==> src/common/mpp_pkg.sv <==
/*
  Shared constants and types for the motor protection and power management block:
  register map, field positions, reset values, timing figures and carrier structs.
  Assumes a 50 MHz system clock and sensor words already scaled by the front end.
*/
package mpp_pkg;
  // timing: one clock is 20 ns, delays are kept in milliseconds and seconds
  localparam int CLK_PERIOD_NS = 20;
  localparam int MS_NS = 1_000_000;
  localparam int CYC_PER_MS = MS_NS / CLK_PERIOD_NS;
  localparam int MS_PER_S = 1000;
  localparam int PCT_STEPS = 100;
  localparam logic [7:0] PCT_FULL = 8'h64;
  localparam logic [7:0] PCT_ZERO = 8'h00;
  localparam logic [7:0] PCT_ONE = 8'h01;
  localparam logic [7:0] DRV_OVERHEAT_C = 8'h7D;
  localparam logic [15:0] CNT_SAT = 16'hFFFF;

  // register byte offsets
  localparam logic [7:0] OFF_CTRL = 8'h00;
  localparam logic [7:0] OFF_CMD = 8'h04;
  localparam logic [7:0] OFF_LIM0 = 8'h08;
  localparam logic [7:0] OFF_UV_TH = 8'h20;
  localparam logic [7:0] OFF_HOLD_PCT = 8'h24;
  localparam logic [7:0] OFF_CRED_DLY = 8'h28;
  localparam logic [7:0] OFF_POFF_DLY = 8'h2C;
  localparam logic [7:0] OFF_SMOOTH = 8'h30;
  localparam logic [7:0] OFF_CAUSE = 8'h34;
  localparam logic [7:0] OFF_IRQ_ST = 8'h38;
  localparam logic [7:0] OFF_IRQ_MASK = 8'h3C;
  localparam logic [7:0] OFF_STATUS = 8'h40;

  // limits: entries 0..4 are maxima, entry 5 is the usb minimum voltage
  localparam int NUM_LIM = 6;
  localparam int NUM_MAX = 5;
  localparam int LIM_USB_MIN = 5;
  localparam logic [15:0] LIM_MAX_RST = 16'hFFFF;
  localparam logic [15:0] LIM_MIN_RST = 16'h0000;

  // control register bits
  localparam int CB_UV = 0;
  localparam int CB_OVHEAT = 1;
  localparam int CB_BRIDGE = 2;
  localparam int CB_MISSET = 3;
  localparam int CB_STICKY = 4;
  localparam int CB_USBREC = 5;
  localparam int CB_CRED = 6;
  localparam int CB_POFF = 7;
  localparam int CB_SMOOTH = 8;
  localparam int CTRL_W = 9;
  localparam int CMD_STOP = 0;

  // fault cause bits, 0..4 follow the limit entries
  localparam int FC_USB_LOW = 5;
  localparam int FC_UV = 6;
  localparam int FC_OVHEAT = 7;
  localparam int FC_BRIDGE = 8;
  localparam int FC_MISSET = 9;
  localparam int CAUSE_W = 10;

  // interrupt status bits
  localparam int IB_FAULT = 0;
  localparam int IB_USBRST = 1;
  localparam int IB_HOLD = 2;
  localparam int IB_OFF = 3;
  localparam int IRQ_W = 4;

  typedef struct packed {
    logic [15:0] pwr_cur;
    logic [15:0] pwr_volt;
    logic [15:0] usb_cur;
    logic [15:0] usb_volt;
    logic [15:0] board_temp;
    logic [7:0] drv_temp;
  } mpp_meas_t;

  typedef struct packed {
    logic moving;
    logic dir_right;
    logic lim_left;
    logic lim_right;
    logic bridge_alert;
    logic usb_link_ok;
  } mpp_motion_t;

  typedef enum logic [3:0] {
    ST_RUN = 4'h1,
    ST_WAIT = 4'h2,
    ST_HOLD = 4'h4,
    ST_OFF = 4'h8
  } mpp_hold_st_t;
endpackage

==> src/hw/mpp_tick.sv <==
/*
  Millisecond and second tick generator for the stop delays.
  Assumes clr is held while the motor moves so counting restarts at each stop.
*/
`timescale 1ns/1ps
module mpp_tick
  import mpp_pkg::*;
#(
  parameter int CYC_PER_MS_P = CYC_PER_MS
) (
  // clock and reset
  input wire logic clock,
  input wire logic resetn,
  // control
  input wire logic clr,
  // ticks
  output logic ms_tick,
  output logic s_tick
);
  typedef struct packed {
    logic [31:0] cyc;
    logic [15:0] ms;
    logic ms_tick;
    logic s_tick;
  } mpp_tick_st_t;

  mpp_tick_st_t s_q, s_d;

  // a restart drops the partial millisecond so delays never run short
  always_comb begin
    s_d = s_q;
    s_d.ms_tick = 1'b0;
    s_d.s_tick = 1'b0;
    if (clr) begin
      s_d.cyc = '0;
      s_d.ms = '0;
    end else if (s_q.cyc == 32'(CYC_PER_MS_P - 1)) begin
      s_d.cyc = '0;
      s_d.ms_tick = 1'b1;
      if (s_q.ms == 16'(MS_PER_S - 1)) begin
        s_d.ms = '0;
        s_d.s_tick = 1'b1;
      end else begin
        s_d.ms = s_q.ms + 16'h0001;
      end
    end else begin
      s_d.cyc = s_q.cyc + 32'h0000_0001;
    end
  end

  always_ff @(posedge clock or negedge resetn) begin
    if (!resetn) begin
      s_q <= '0;
    end else begin
      s_q <= s_d;
    end
  end

  assign ms_tick = s_q.ms_tick;
  assign s_tick = s_q.s_tick;
endmodule

==> src/hw/mpp_ramp.sv <==
/*
  Winding current ramp: moves the current setting one percent per step toward its
  target. Assumes the target is a percentage of nominal in the range 0..100.
*/
`timescale 1ns/1ps
module mpp_ramp
  import mpp_pkg::*;
#(
  parameter int STEP_CYC_P = CYC_PER_MS / PCT_STEPS
) (
  // clock and reset
  input wire logic clock,
  input wire logic resetn,
  // setting
  input wire logic smooth_en,
  input wire logic [15:0] smooth_ms,
  input wire logic [7:0] target,
  // output
  output logic [7:0] current_pct
);
  typedef struct packed {
    logic [7:0] cur;
    logic [31:0] cnt;
  } mpp_ramp_st_t;

  mpp_ramp_st_t s_q, s_d;
  logic [31:0] interval;

  // a full 0..100 swing takes the set time; smaller swings finish sooner
  assign interval = 32'(smooth_ms) * 32'(STEP_CYC_P);

  always_comb begin
    s_d = s_q;
    if (!smooth_en || smooth_ms == 16'h0000) begin
      s_d.cur = target;
      s_d.cnt = '0;
    end else if (s_q.cur == target) begin
      s_d.cnt = '0;
    end else if (s_q.cnt + 32'h0000_0001 >= interval) begin
      s_d.cnt = '0;
      s_d.cur = (s_q.cur < target) ? s_q.cur + PCT_ONE : s_q.cur - PCT_ONE;
    end else begin
      s_d.cnt = s_q.cnt + 32'h0000_0001;
    end
  end

  always_ff @(posedge clock or negedge resetn) begin
    if (!resetn) begin
      s_q <= '0;
    end else begin
      s_q <= s_d;
    end
  end

  assign current_pct = s_q.cur;
endmodule

==> src/hw/mpp_top.sv <==
/*
  Motor protection and power management: fault monitor with optional latching,
  usb link recovery, hold-current reduction, power-off on stop and current
  smoothing, reached over an AHB-Lite slave with a maskable level interrupt.
  Assumes sensor words and motion flags are synchronous to clock.
*/
// How it works
// - any supply, usb or board reading out of range kills power, enters fault
// - undervoltage check on: supply at or below threshold enters fault
// - driver overheat check on: driver above 125 C enters fault
// - bridge alert check on: driver malfunction signal enters fault
// - misset check on: wrong-side limit switch during motion enters fault
// - latching off: fault clears itself once its cause disappears
// - latching on: fault and cause stay until the host stop command
// - usb recovery on: a broken link triggers a usb link reset
// - reduction on: hold current is a set percentage 0..100 of nominal
// - reduced current applies after a 0..65535 ms delay from stop
// - power-off on: windings de-energise 0..65535 s after stop
// - smoothing on: current ramps to new value over set milliseconds
`timescale 1ns/1ps
module mpp_top
  import mpp_pkg::*;
#(
  parameter int CYC_PER_MS_P = CYC_PER_MS
) (
  // clock and reset
  input wire logic clock,
  input wire logic resetn,
  // ahb-lite slave
  input wire logic hsel,
  input wire logic [31:0] haddr,
  input wire logic [1:0] htrans,
  input wire logic hwrite,
  input wire logic [2:0] hsize,
  input wire logic [31:0] hwdata,
  input wire logic hready,
  output logic hreadyout,
  output logic hresp,
  output logic [31:0] hrdata,
  // measurements and motion
  input wire mpp_meas_t meas,
  input wire mpp_motion_t motion,
  // power stage
  output logic pwr_en,
  output logic fault,
  output logic winding_on,
  output logic [7:0] current_pct,
  output logic usb_reset,
  // interrupt
  output logic irq
);
  typedef struct packed {
    logic [CTRL_W-1:0] ctrl;
    logic [NUM_LIM-1:0][15:0] lim;
    logic [15:0] uv_th;
    logic [7:0] hold_pct;
    logic [15:0] cred_dly;
    logic [15:0] poff_dly;
    logic [15:0] smooth_ms;
    logic [CAUSE_W-1:0] cause;
    logic [IRQ_W-1:0] irq_st;
    logic [IRQ_W-1:0] irq_mask;
    mpp_hold_st_t st;
    logic [15:0] ms_cnt;
    logic [15:0] s_cnt;
    logic link_ok;
    logic ap_wr;
    logic [7:0] ap_addr;
    logic [31:0] rdata;
    logic fault;
    logic pwr_en;
    logic winding_on;
    logic usb_reset;
    logic irq;
  } mpp_top_st_t;

  mpp_top_st_t s_q, s_d;
  logic [NUM_MAX-1:0][15:0] max_meas;
  logic [CAUSE_W-1:0] live;
  logic ms_tick, s_tick, stop_cmd, ap_take, off_hit, red_hit;
  logic [IRQ_W-1:0] ev;
  logic [7:0] target;
  mpp_hold_st_t st_n;

  assign max_meas = {meas.board_temp, meas.usb_volt, meas.usb_cur, meas.pwr_volt, meas.pwr_cur};

  // one comparator per maximum limit
  genvar gi;
  generate
    for (gi = 0; gi < NUM_MAX; gi++) begin : g_over
      assign live[gi] = max_meas[gi] > s_q.lim[gi];
    end
  endgenerate

  // remaining fault conditions, each gated by its enable except the usb minimum, which is always checked
  assign live[FC_USB_LOW] = meas.usb_volt < s_q.lim[LIM_USB_MIN];
  assign live[FC_UV] = s_q.ctrl[CB_UV] && meas.pwr_volt <= s_q.uv_th;
  assign live[FC_OVHEAT] = s_q.ctrl[CB_OVHEAT] && meas.drv_temp > DRV_OVERHEAT_C;
  assign live[FC_BRIDGE] = s_q.ctrl[CB_BRIDGE] && motion.bridge_alert;
  assign live[FC_MISSET] = s_q.ctrl[CB_MISSET] && motion.moving &&
    ((motion.dir_right && motion.lim_left) || (!motion.dir_right && motion.lim_right));

  // bus phases: the slave never stalls, read data is ready in the data phase
  assign ap_take = hsel && htrans[1] && hready;
  assign stop_cmd = s_q.ap_wr && s_q.ap_addr == OFF_CMD && hwdata[CMD_STOP];

  mpp_tick #(.CYC_PER_MS_P(CYC_PER_MS_P)) u_tick (
    .clock(clock),
    .resetn(resetn),
    .clr(motion.moving),
    .ms_tick(ms_tick),
    .s_tick(s_tick)
  );

  mpp_ramp #(.STEP_CYC_P(CYC_PER_MS_P / PCT_STEPS)) u_ramp (
    .clock(clock),
    .resetn(resetn),
    .smooth_en(s_q.ctrl[CB_SMOOTH]),
    .smooth_ms(s_q.smooth_ms),
    .target(target),
    .current_pct(current_pct)
  );

  // hold-current state: delays restart whenever the motor moves again
  always_comb begin
    off_hit = s_q.ctrl[CB_POFF] && s_q.s_cnt >= s_q.poff_dly;
    red_hit = s_q.ctrl[CB_CRED] && s_q.ms_cnt >= s_q.cred_dly;
    case (s_q.st)
      ST_OFF: st_n = motion.moving ? ST_RUN : ST_OFF;
      ST_RUN, ST_WAIT, ST_HOLD: begin
        if (motion.moving) begin
          st_n = ST_RUN;
        end else if (off_hit) begin
          st_n = ST_OFF;
        end else if (red_hit) begin
          st_n = ST_HOLD;
        end else begin
          st_n = ST_WAIT;
        end
      end
      default: st_n = ST_RUN;
    endcase
  end

  // current target: nothing in fault or off, hold level when reduced
  always_comb begin
    if (s_q.fault || s_q.st == ST_OFF) begin
      target = PCT_ZERO;
    end else if (s_q.st == ST_HOLD) begin
      target = s_q.hold_pct;
    end else begin
      target = PCT_FULL;
    end
  end

  always_comb begin
    s_d = s_q;
    ev = '0;
    // counters clear while moving so every stop starts from zero
    if (motion.moving) begin
      s_d.ms_cnt = '0;
      s_d.s_cnt = '0;
    end else begin
      if (ms_tick && s_q.ms_cnt != CNT_SAT) s_d.ms_cnt = s_q.ms_cnt + 16'h0001;
      if (s_tick && s_q.s_cnt != CNT_SAT) s_d.s_cnt = s_q.s_cnt + 16'h0001;
    end
    s_d.st = st_n;
    // latched mode keeps causes until stop; a cause present at stop survives
    if (s_q.ctrl[CB_STICKY]) begin
      s_d.cause = (stop_cmd ? '0 : s_q.cause) | live;
    end else begin
      s_d.cause = live;
    end
    s_d.fault = |s_d.cause;
    s_d.pwr_en = !s_d.fault;
    s_d.winding_on = !s_d.fault && s_d.st != ST_OFF;
    // usb recovery fires once on the falling edge of link health
    s_d.link_ok = motion.usb_link_ok;
    s_d.usb_reset = s_q.ctrl[CB_USBREC] && s_q.link_ok && !motion.usb_link_ok;
    ev[IB_FAULT] = s_d.fault && !s_q.fault;
    ev[IB_USBRST] = s_d.usb_reset;
    ev[IB_HOLD] = s_d.st == ST_HOLD && s_q.st != ST_HOLD;
    ev[IB_OFF] = s_d.st == ST_OFF && s_q.st != ST_OFF;
    // data-phase write
    s_d.ap_wr = ap_take && hwrite;
    s_d.ap_addr = haddr[7:0];
    if (s_q.ap_wr) begin
      case (s_q.ap_addr)
        OFF_CTRL: s_d.ctrl = hwdata[CTRL_W-1:0];
        OFF_UV_TH: s_d.uv_th = hwdata[15:0];
        OFF_HOLD_PCT: s_d.hold_pct = (hwdata[7:0] > PCT_FULL) ? PCT_FULL : hwdata[7:0];
        OFF_CRED_DLY: s_d.cred_dly = hwdata[15:0];
        OFF_POFF_DLY: s_d.poff_dly = hwdata[15:0];
        OFF_SMOOTH: s_d.smooth_ms = hwdata[15:0];
        OFF_IRQ_MASK: s_d.irq_mask = hwdata[IRQ_W-1:0];
        default: begin
          for (int i = 0; i < NUM_LIM; i++) begin
            if (s_q.ap_addr == OFF_LIM0 + 8'(4 * i)) s_d.lim[i] = hwdata[15:0];
          end
        end
      endcase
    end
    // read data is captured in the address phase; interrupt status read clears, set wins
    s_d.rdata = '0;
    s_d.irq_st = s_q.irq_st;
    if (ap_take && !hwrite) begin
      case (haddr[7:0])
        OFF_CTRL: s_d.rdata = 32'(s_q.ctrl);
        OFF_UV_TH: s_d.rdata = 32'(s_q.uv_th);
        OFF_HOLD_PCT: s_d.rdata = 32'(s_q.hold_pct);
        OFF_CRED_DLY: s_d.rdata = 32'(s_q.cred_dly);
        OFF_POFF_DLY: s_d.rdata = 32'(s_q.poff_dly);
        OFF_SMOOTH: s_d.rdata = 32'(s_q.smooth_ms);
        OFF_CAUSE: s_d.rdata = 32'(s_q.cause);
        OFF_IRQ_ST: begin
          s_d.rdata = 32'(s_q.irq_st);
          s_d.irq_st = '0;
        end
        OFF_IRQ_MASK: s_d.rdata = 32'(s_q.irq_mask);
        OFF_STATUS: s_d.rdata = {18'h00000, current_pct, s_q.st, s_q.winding_on, s_q.fault};
        default: begin
          for (int i = 0; i < NUM_LIM; i++) begin
            if (haddr[7:0] == OFF_LIM0 + 8'(4 * i)) s_d.rdata = 32'(s_q.lim[i]);
          end
        end
      endcase
    end
    s_d.irq_st = s_d.irq_st | ev;
    s_d.irq = |(s_d.irq_st & s_q.irq_mask);
  end

  // every output except the tied-off hreadyout and hresp leaves from a flip-flop
  always_ff @(posedge clock or negedge resetn) begin
    if (!resetn) begin
      s_q <= '0;
      s_q.lim <= {LIM_MIN_RST, {NUM_MAX{LIM_MAX_RST}}};
      s_q.hold_pct <= PCT_FULL;
      s_q.st <= ST_RUN;
      s_q.link_ok <= 1'b1;
    end else begin
      s_q <= s_d;
    end
  end

  assign hreadyout = 1'b1;
  assign hresp = 1'b0;
  assign hrdata = s_q.rdata;
  assign pwr_en = s_q.pwr_en;
  assign fault = s_q.fault;
  assign winding_on = s_q.winding_on;
  assign usb_reset = s_q.usb_reset;
  assign irq = s_q.irq;
endmodule

==> config.mk <==
export PLATFORM = sky130hd
export DESIGN_NAME = mpp_top
export DESIGN_NICKNAME = d
export VERILOG_FILES = /design/src/common/mpp_pkg.sv /design/src/hw/mpp_tick.sv /design/src/hw/mpp_ramp.sv /design/src/hw/mpp_top.sv
export SDC_FILE = /design/constraint.sdc
export NUM_CORES = 1
export LEC_CHECK = 0
export ABC_AREA = 1
export BUFFER_PORTS_ARGS = -buffer_cell sky130_fd_sc_hd__buf_4
export CAP_MARGIN = 20
export CELL_PAD_IN_SITES_DETAIL_PLACEMENT = 0
export CELL_PAD_IN_SITES_GLOBAL_PLACEMENT = 1
export CORE_UTILIZATION = 49
export CTS_CLUSTER_SIZE = 25
export DETAILED_ROUTE_END_ITERATION = 8
export PLACE_DENSITY = 0.95
export SYNTH_ARGS = -nofsm -noshare
export SYNTH_HDL_FRONTEND = slang
export SYNTH_SLANG_ARGS = --single-unit
==> constraint.sdc <==
create_clock -name clock -period 12.6 [get_ports clock]
set_input_delay 1.89 -clock clock [delete_from_list [all_inputs] [get_ports clock]]
set_output_delay 1.89 -clock clock [all_outputs]
set_load 0.005 [all_outputs]
==> PnR_summary.wiki <==
{| class="wikitable"
! Metric !! Value
|-
| Time the final worst path needs with I/O delays and setup || 6.36 ns
|-
| Hold WC Path Type || register to register
|-
| Routed WL || 72300 µm
|-
| Mean routed wirelength per cell || 18.9 µm
|-
| Number of hold buffers added after CTS || 0
|-
| Number of vias per cell || 5.56
|-
| Slew Limit Fails || 0
|-
| Leakage power summed over all cells || approximately 15 nW
|-
| Worst-margin pin slew || 1.09 ns
|-
| Number of warnings printed during yosys synthesis || 0
|-
| Buffer type at the clock tree root || sky130_fd_sc_hd__clkbuf_16
|-
| Cell depth of the worst hold path || 2
|-
| Worst hold slack after final layout || 0.472 ns
|-
| First-pass iteration count of the detailed router || 6
|-
| Total non-filler cell area in the finished layout || about 27000 µm²
|-
| Insertion delay of the later-clocked pin in the worst-skew pair || 0.60 ns
|-
| Post-route DRC violation count || 0
|-
| Post-synth EDFFs || 0
|-
| PwrDens || 118 nW/µm²
|-
| Final RePlAce weighted congestion || 0.982
|-
| Proportion of register bits with asynchronous set or reset after synthesis || 100%
|-
| Arrival time worst endpoint || 6.83 ns
|-
| Fraction of final layout cells with drive strength greater than 1 || 11.4%
|-
| Outcome || complete, no violations
|-
| Period utilization || approximately 50%
|-
| Number of placed cells counting well taps || 3750
|-
| Chip width || 224 µm
|-
| Total of fill cells in the finished design || 4498
|-
| CTS-repair resized insts || 0
|-
| Number of sinks driven by the clock tree || between 300 and 400
|-
| DR iter-0 viols || between 2000 and 2500
|-
| Clock skew after layout || 0.0168 ns
|-
| Number of global-route vias before repair || between 20000 and 25000
|-
| Kind of critical path || register to register
|-
| Non-Filler Instances || 3828
|-
| Ports placed on the boundary || 215
|-
| Largest buffer count on any clock path || 3
|-
| Launch instance of the worst min-delay path || s_q[175]
|-
| Count of buffers from port buffering || 151
|-
| Post-DP HPWL || 55100 µm
|-
| Placeable core area || just under 50000 µm²
|-
| Most used flip-flop cell after synthesis || sky130_fd_sc_hd__dfrtp_1
|-
| Remaining antenna violation count after routing || 0
|-
| Total clock buffers created by CTS || 42
|-
| Post-CTS Setup Bufs || 0
|-
| Max-cap violation count || 0
|-
| Setup violators final || 0
|-
| Setup repair after global routing missed its margin || false
|-
| Register-to-register path setup slack || 6.24 ns
|-
| End of the worst register-to-register path || u_ramp.s_q[2]
|-
| Endpoint of the worst hold path || s_q[175]
|-
| Post-synthesis sequential area ratio || 36.8%
|-
| Top fanout value on the critical path || 21
|-
| N_diodes || 0
|-
| Share of the core filled with cells in the final layout || 55.9%
|-
| # nets final || 3603
|-
| Global-route wire length before repair || 113000 µm
|-
| Clock-pin slew on the worst setup and hold paths || 0.06 ns
|-
| Synthesized area divided by synthesized cell count || about 8 µm²
|-
| TNS Setup || 0 ns
|-
| Clock tree from TritonCTS || done
|-
| Number of antenna violations at the first check in global routing || 3
|-
| Logic depth of the worst register-to-register path || 25
|-
| Post-Place Cell Area || 25800 µm²
|-
| Top library cells by usage in the layout, fill and taps aside || 590 x sky130_fd_sc_hd__nand2_1, 474 x sky130_fd_sc_hd__inv_1, 286 x sky130_fd_sc_hd__o21ai_0
|-
| Startpoint of the worst-slack reg-to-reg timing path || s_q[103]
|-
| Total number of vias || about 21000
|-
| Required time of the critical path || 13.07 ns
|-
| Startpoint kind of the worst setup timing path || register
|-
| Worst slew slack as a fraction of its limit || 26.8%
|-
| Area grow syn2layout || 12.6%
|-
| Instance count of the mapped netlist || 3015
|-
| Maximum number of pins on one net before global-route repair || 179
|-
| Mapped cell area || around 24000 µm²
|-
| H-tree Lvls || 2
|-
| Total die area || 50400 µm²
|-
| Initial Utilization || 49.6%
|-
| Total track usage || 28.9%
|-
| Count of unique library cells instantiated by Yosys || 64
|-
| Setup crit end kind || register
|-
| Remaining global-route overflow || 0
|-
| FF+latch count, synth || 352
|-
| Hold Vio Cnt, Final || 0
|-
| Die Y-Extent || 224 µm
|-
| FP Rows || between 80 and 90
|-
| Commonest non-fill, non-tap cell in the layout || sky130_fd_sc_hd__nand2_1
|-
| Timing-limited maximum frequency || roughly 160 MHz
|-
| Worst voltage drop across the vdd grid || 0.000105 V
|}
## final cells by class
class | count | area, µm² | share of cell area [%]
multi-input combinational | 2098 | 13000 | 47.6
clock buffer | 58 | 1180 | 4.33
inverter | 476 | 1790 | 6.54
clock inverter | 16 | 258 | 0.944
tap | 664 | 831 | 3.04
sequential | 352 | 8910 | 32.7
timing repair buffer | 164 | 1320 | 4.85
## synthesized netlist by cell type, types with 3 or more instances
cell type / number / area, µm²
sky130_fd_sc_hd__xor2_1: 42 / 368
sky130_fd_sc_hd__a221oi_1: 11 / 96.3
sky130_fd_sc_hd__a211oi_1: 11 / 82.6
sky130_fd_sc_hd__and2_1: 4 / 25.0
sky130_fd_sc_hd__xnor2_1: 20 / 175
sky130_fd_sc_hd__inv_1: 474 / 1780
sky130_fd_sc_hd__o21bai_1: 3 / 22.5
sky130_fd_sc_hd__or2_2: 3 / 18.8
sky130_fd_sc_hd__o221ai_1: 3 / 26.3
sky130_fd_sc_hd__a311oi_1: 3 / 26.3
sky130_fd_sc_hd__o2111ai_1: 5 / 43.8
sky130_fd_sc_hd__nor4_1: 18 / 113
sky130_fd_sc_hd__nor2_1: 209 / 785
sky130_fd_sc_hd__o21a_1: 11 / 82.6
sky130_fd_sc_hd__nand3_1: 110 / 551
sky130_fd_sc_hd__nand4_1: 41 / 257
sky130_fd_sc_hd__nand2_1: 590 / 2210
sky130_fd_sc_hd__buf_4: 42 / 315
sky130_fd_sc_hd__nand2_2: 3 / 18.8
sky130_fd_sc_hd__clkbuf_1: 59 / 221
sky130_fd_sc_hd__o21ai_1: 11 / 55.1
sky130_fd_sc_hd__a31oi_1: 11 / 68.8
sky130_fd_sc_hd__buf_2: 6 / 30.0
sky130_fd_sc_hd__dfrtp_1: 267 / 6680
sky130_fd_sc_hd__fa_1: 55 / 1100
sky130_fd_sc_hd__o31ai_1: 6 / 45.0
sky130_fd_sc_hd__o22ai_1: 45 / 282
sky130_fd_sc_hd__dfstp_2: 85 / 2230
sky130_fd_sc_hd__o21ai_0: 286 / 1430
sky130_fd_sc_hd__nor2_4: 20 / 225
sky130_fd_sc_hd__and3_1: 3 / 18.8
sky130_fd_sc_hd__ha_1: 246 / 3080
sky130_fd_sc_hd__a21oi_1: 184 / 921
sky130_fd_sc_hd__nor3_1: 83 / 415
sky130_fd_sc_hd__a21o_1: 5 / 37.5
## worst max-delay path, stage by stage (launching register included)
cell and delay [ns]:
sky130_fd_sc_hd__dfrtp_1 0.64, sky130_fd_sc_hd__inv_1 0.21, sky130_fd_sc_hd__fa_1 0.57, sky130_fd_sc_hd__fa_1 0.45, sky130_fd_sc_hd__fa_1 0.52, sky130_fd_sc_hd__fa_1 0.52, sky130_fd_sc_hd__inv_1 0.04, sky130_fd_sc_hd__ha_1 0.36
sky130_fd_sc_hd__a21oi_1 0.20, sky130_fd_sc_hd__o21ai_0 0.13, sky130_fd_sc_hd__a21oi_1 0.24, sky130_fd_sc_hd__inv_1 0.07, sky130_fd_sc_hd__a21oi_1 0.28, sky130_fd_sc_hd__o21bai_1 0.15, sky130_fd_sc_hd__nand3_1 0.09, sky130_fd_sc_hd__nand2_1 0.06
sky130_fd_sc_hd__xor2_1 0.15, sky130_fd_sc_hd__ha_1 0.30, sky130_fd_sc_hd__nand4_1 0.12, sky130_fd_sc_hd__o221a_2 0.27, sky130_fd_sc_hd__nand2_1 0.08, sky130_fd_sc_hd__nand2_1 0.05, sky130_fd_sc_hd__nand2_1 0.08, sky130_fd_sc_hd__or2_2 0.29
sky130_fd_sc_hd__buf_12 0.28, sky130_fd_sc_hd__nor2_1 0.07
## power by group
| part | internal, mW | switching (mW) |
|---|---|---|
| Combinational | 0.293 | 0.436 |
| Clock | 0.761 | 0.515 |
| Sequential | 1.18 | 0.0446 |
| Total | 2.23 | 0.995 |
## metal layers
metal	vias up	wire (µm)	GRT usage, %
met4	2	2210	10.1
met2	836	32300	44.4
met3	146	6830	7.08
met1	10200	30900	39.7
met5	-	12	0
li1	10100	-	-
## cell families after synthesis
logic type	share of synthesized area, %
flops	36.8
compound gates	13.7
mux	0.0413
xor+xnor	2.24
fa+ha+maj	17.2
other cells	0.0310
buf+inv	9.98
simple gates	20.0
## worst max-delay path by stage
stage                     cells after the start  slack (ns)        endpoint      from
after floorplan                              26        7.21  u_ramp.s_q[17]  s_q[104]
after global placement                       24        6.02   u_ramp.s_q[3]  s_q[103]
after detailed placement                     24        5.87   u_ramp.s_q[4]  s_q[103]
after CTS                                    24        5.83   u_ramp.s_q[2]  s_q[106]
after global routing                         25        5.83   u_ramp.s_q[4]  s_q[103]
final                                        25        6.24   u_ramp.s_q[2]  s_q[103]
## registers in the layout (all words and copies together) (netlist names)
| signal | cells |
|---|---|
| usb_reset | 1 |
| irq | 1 |
| pwr_en | 1 |
| u_tick.ms_tick | 1 |
| winding_on | 1 |
| s_q | 241 |
| fault | 1 |
| u_tick.s_tick | 1 |
| hrdata | 16 |
| u_ramp.s_q | 32 |
| u_tick.s_q | 48 |
| u_ramp.current_pct | 8 |
## per-stage QoR
step | power [mW] | setup slack [ns]
2_1_floorplan | 1.74 | 7.21
6_report | 3.22 | 6.24
5_1_grt | 3.39 | 5.83
3_5_place_dp | 1.96 | 5.87
3_3_place_gp | 1.94 | 6.02
4_1_cts | 3.24 | 5.83
Power figures use the tool's default switching activity.
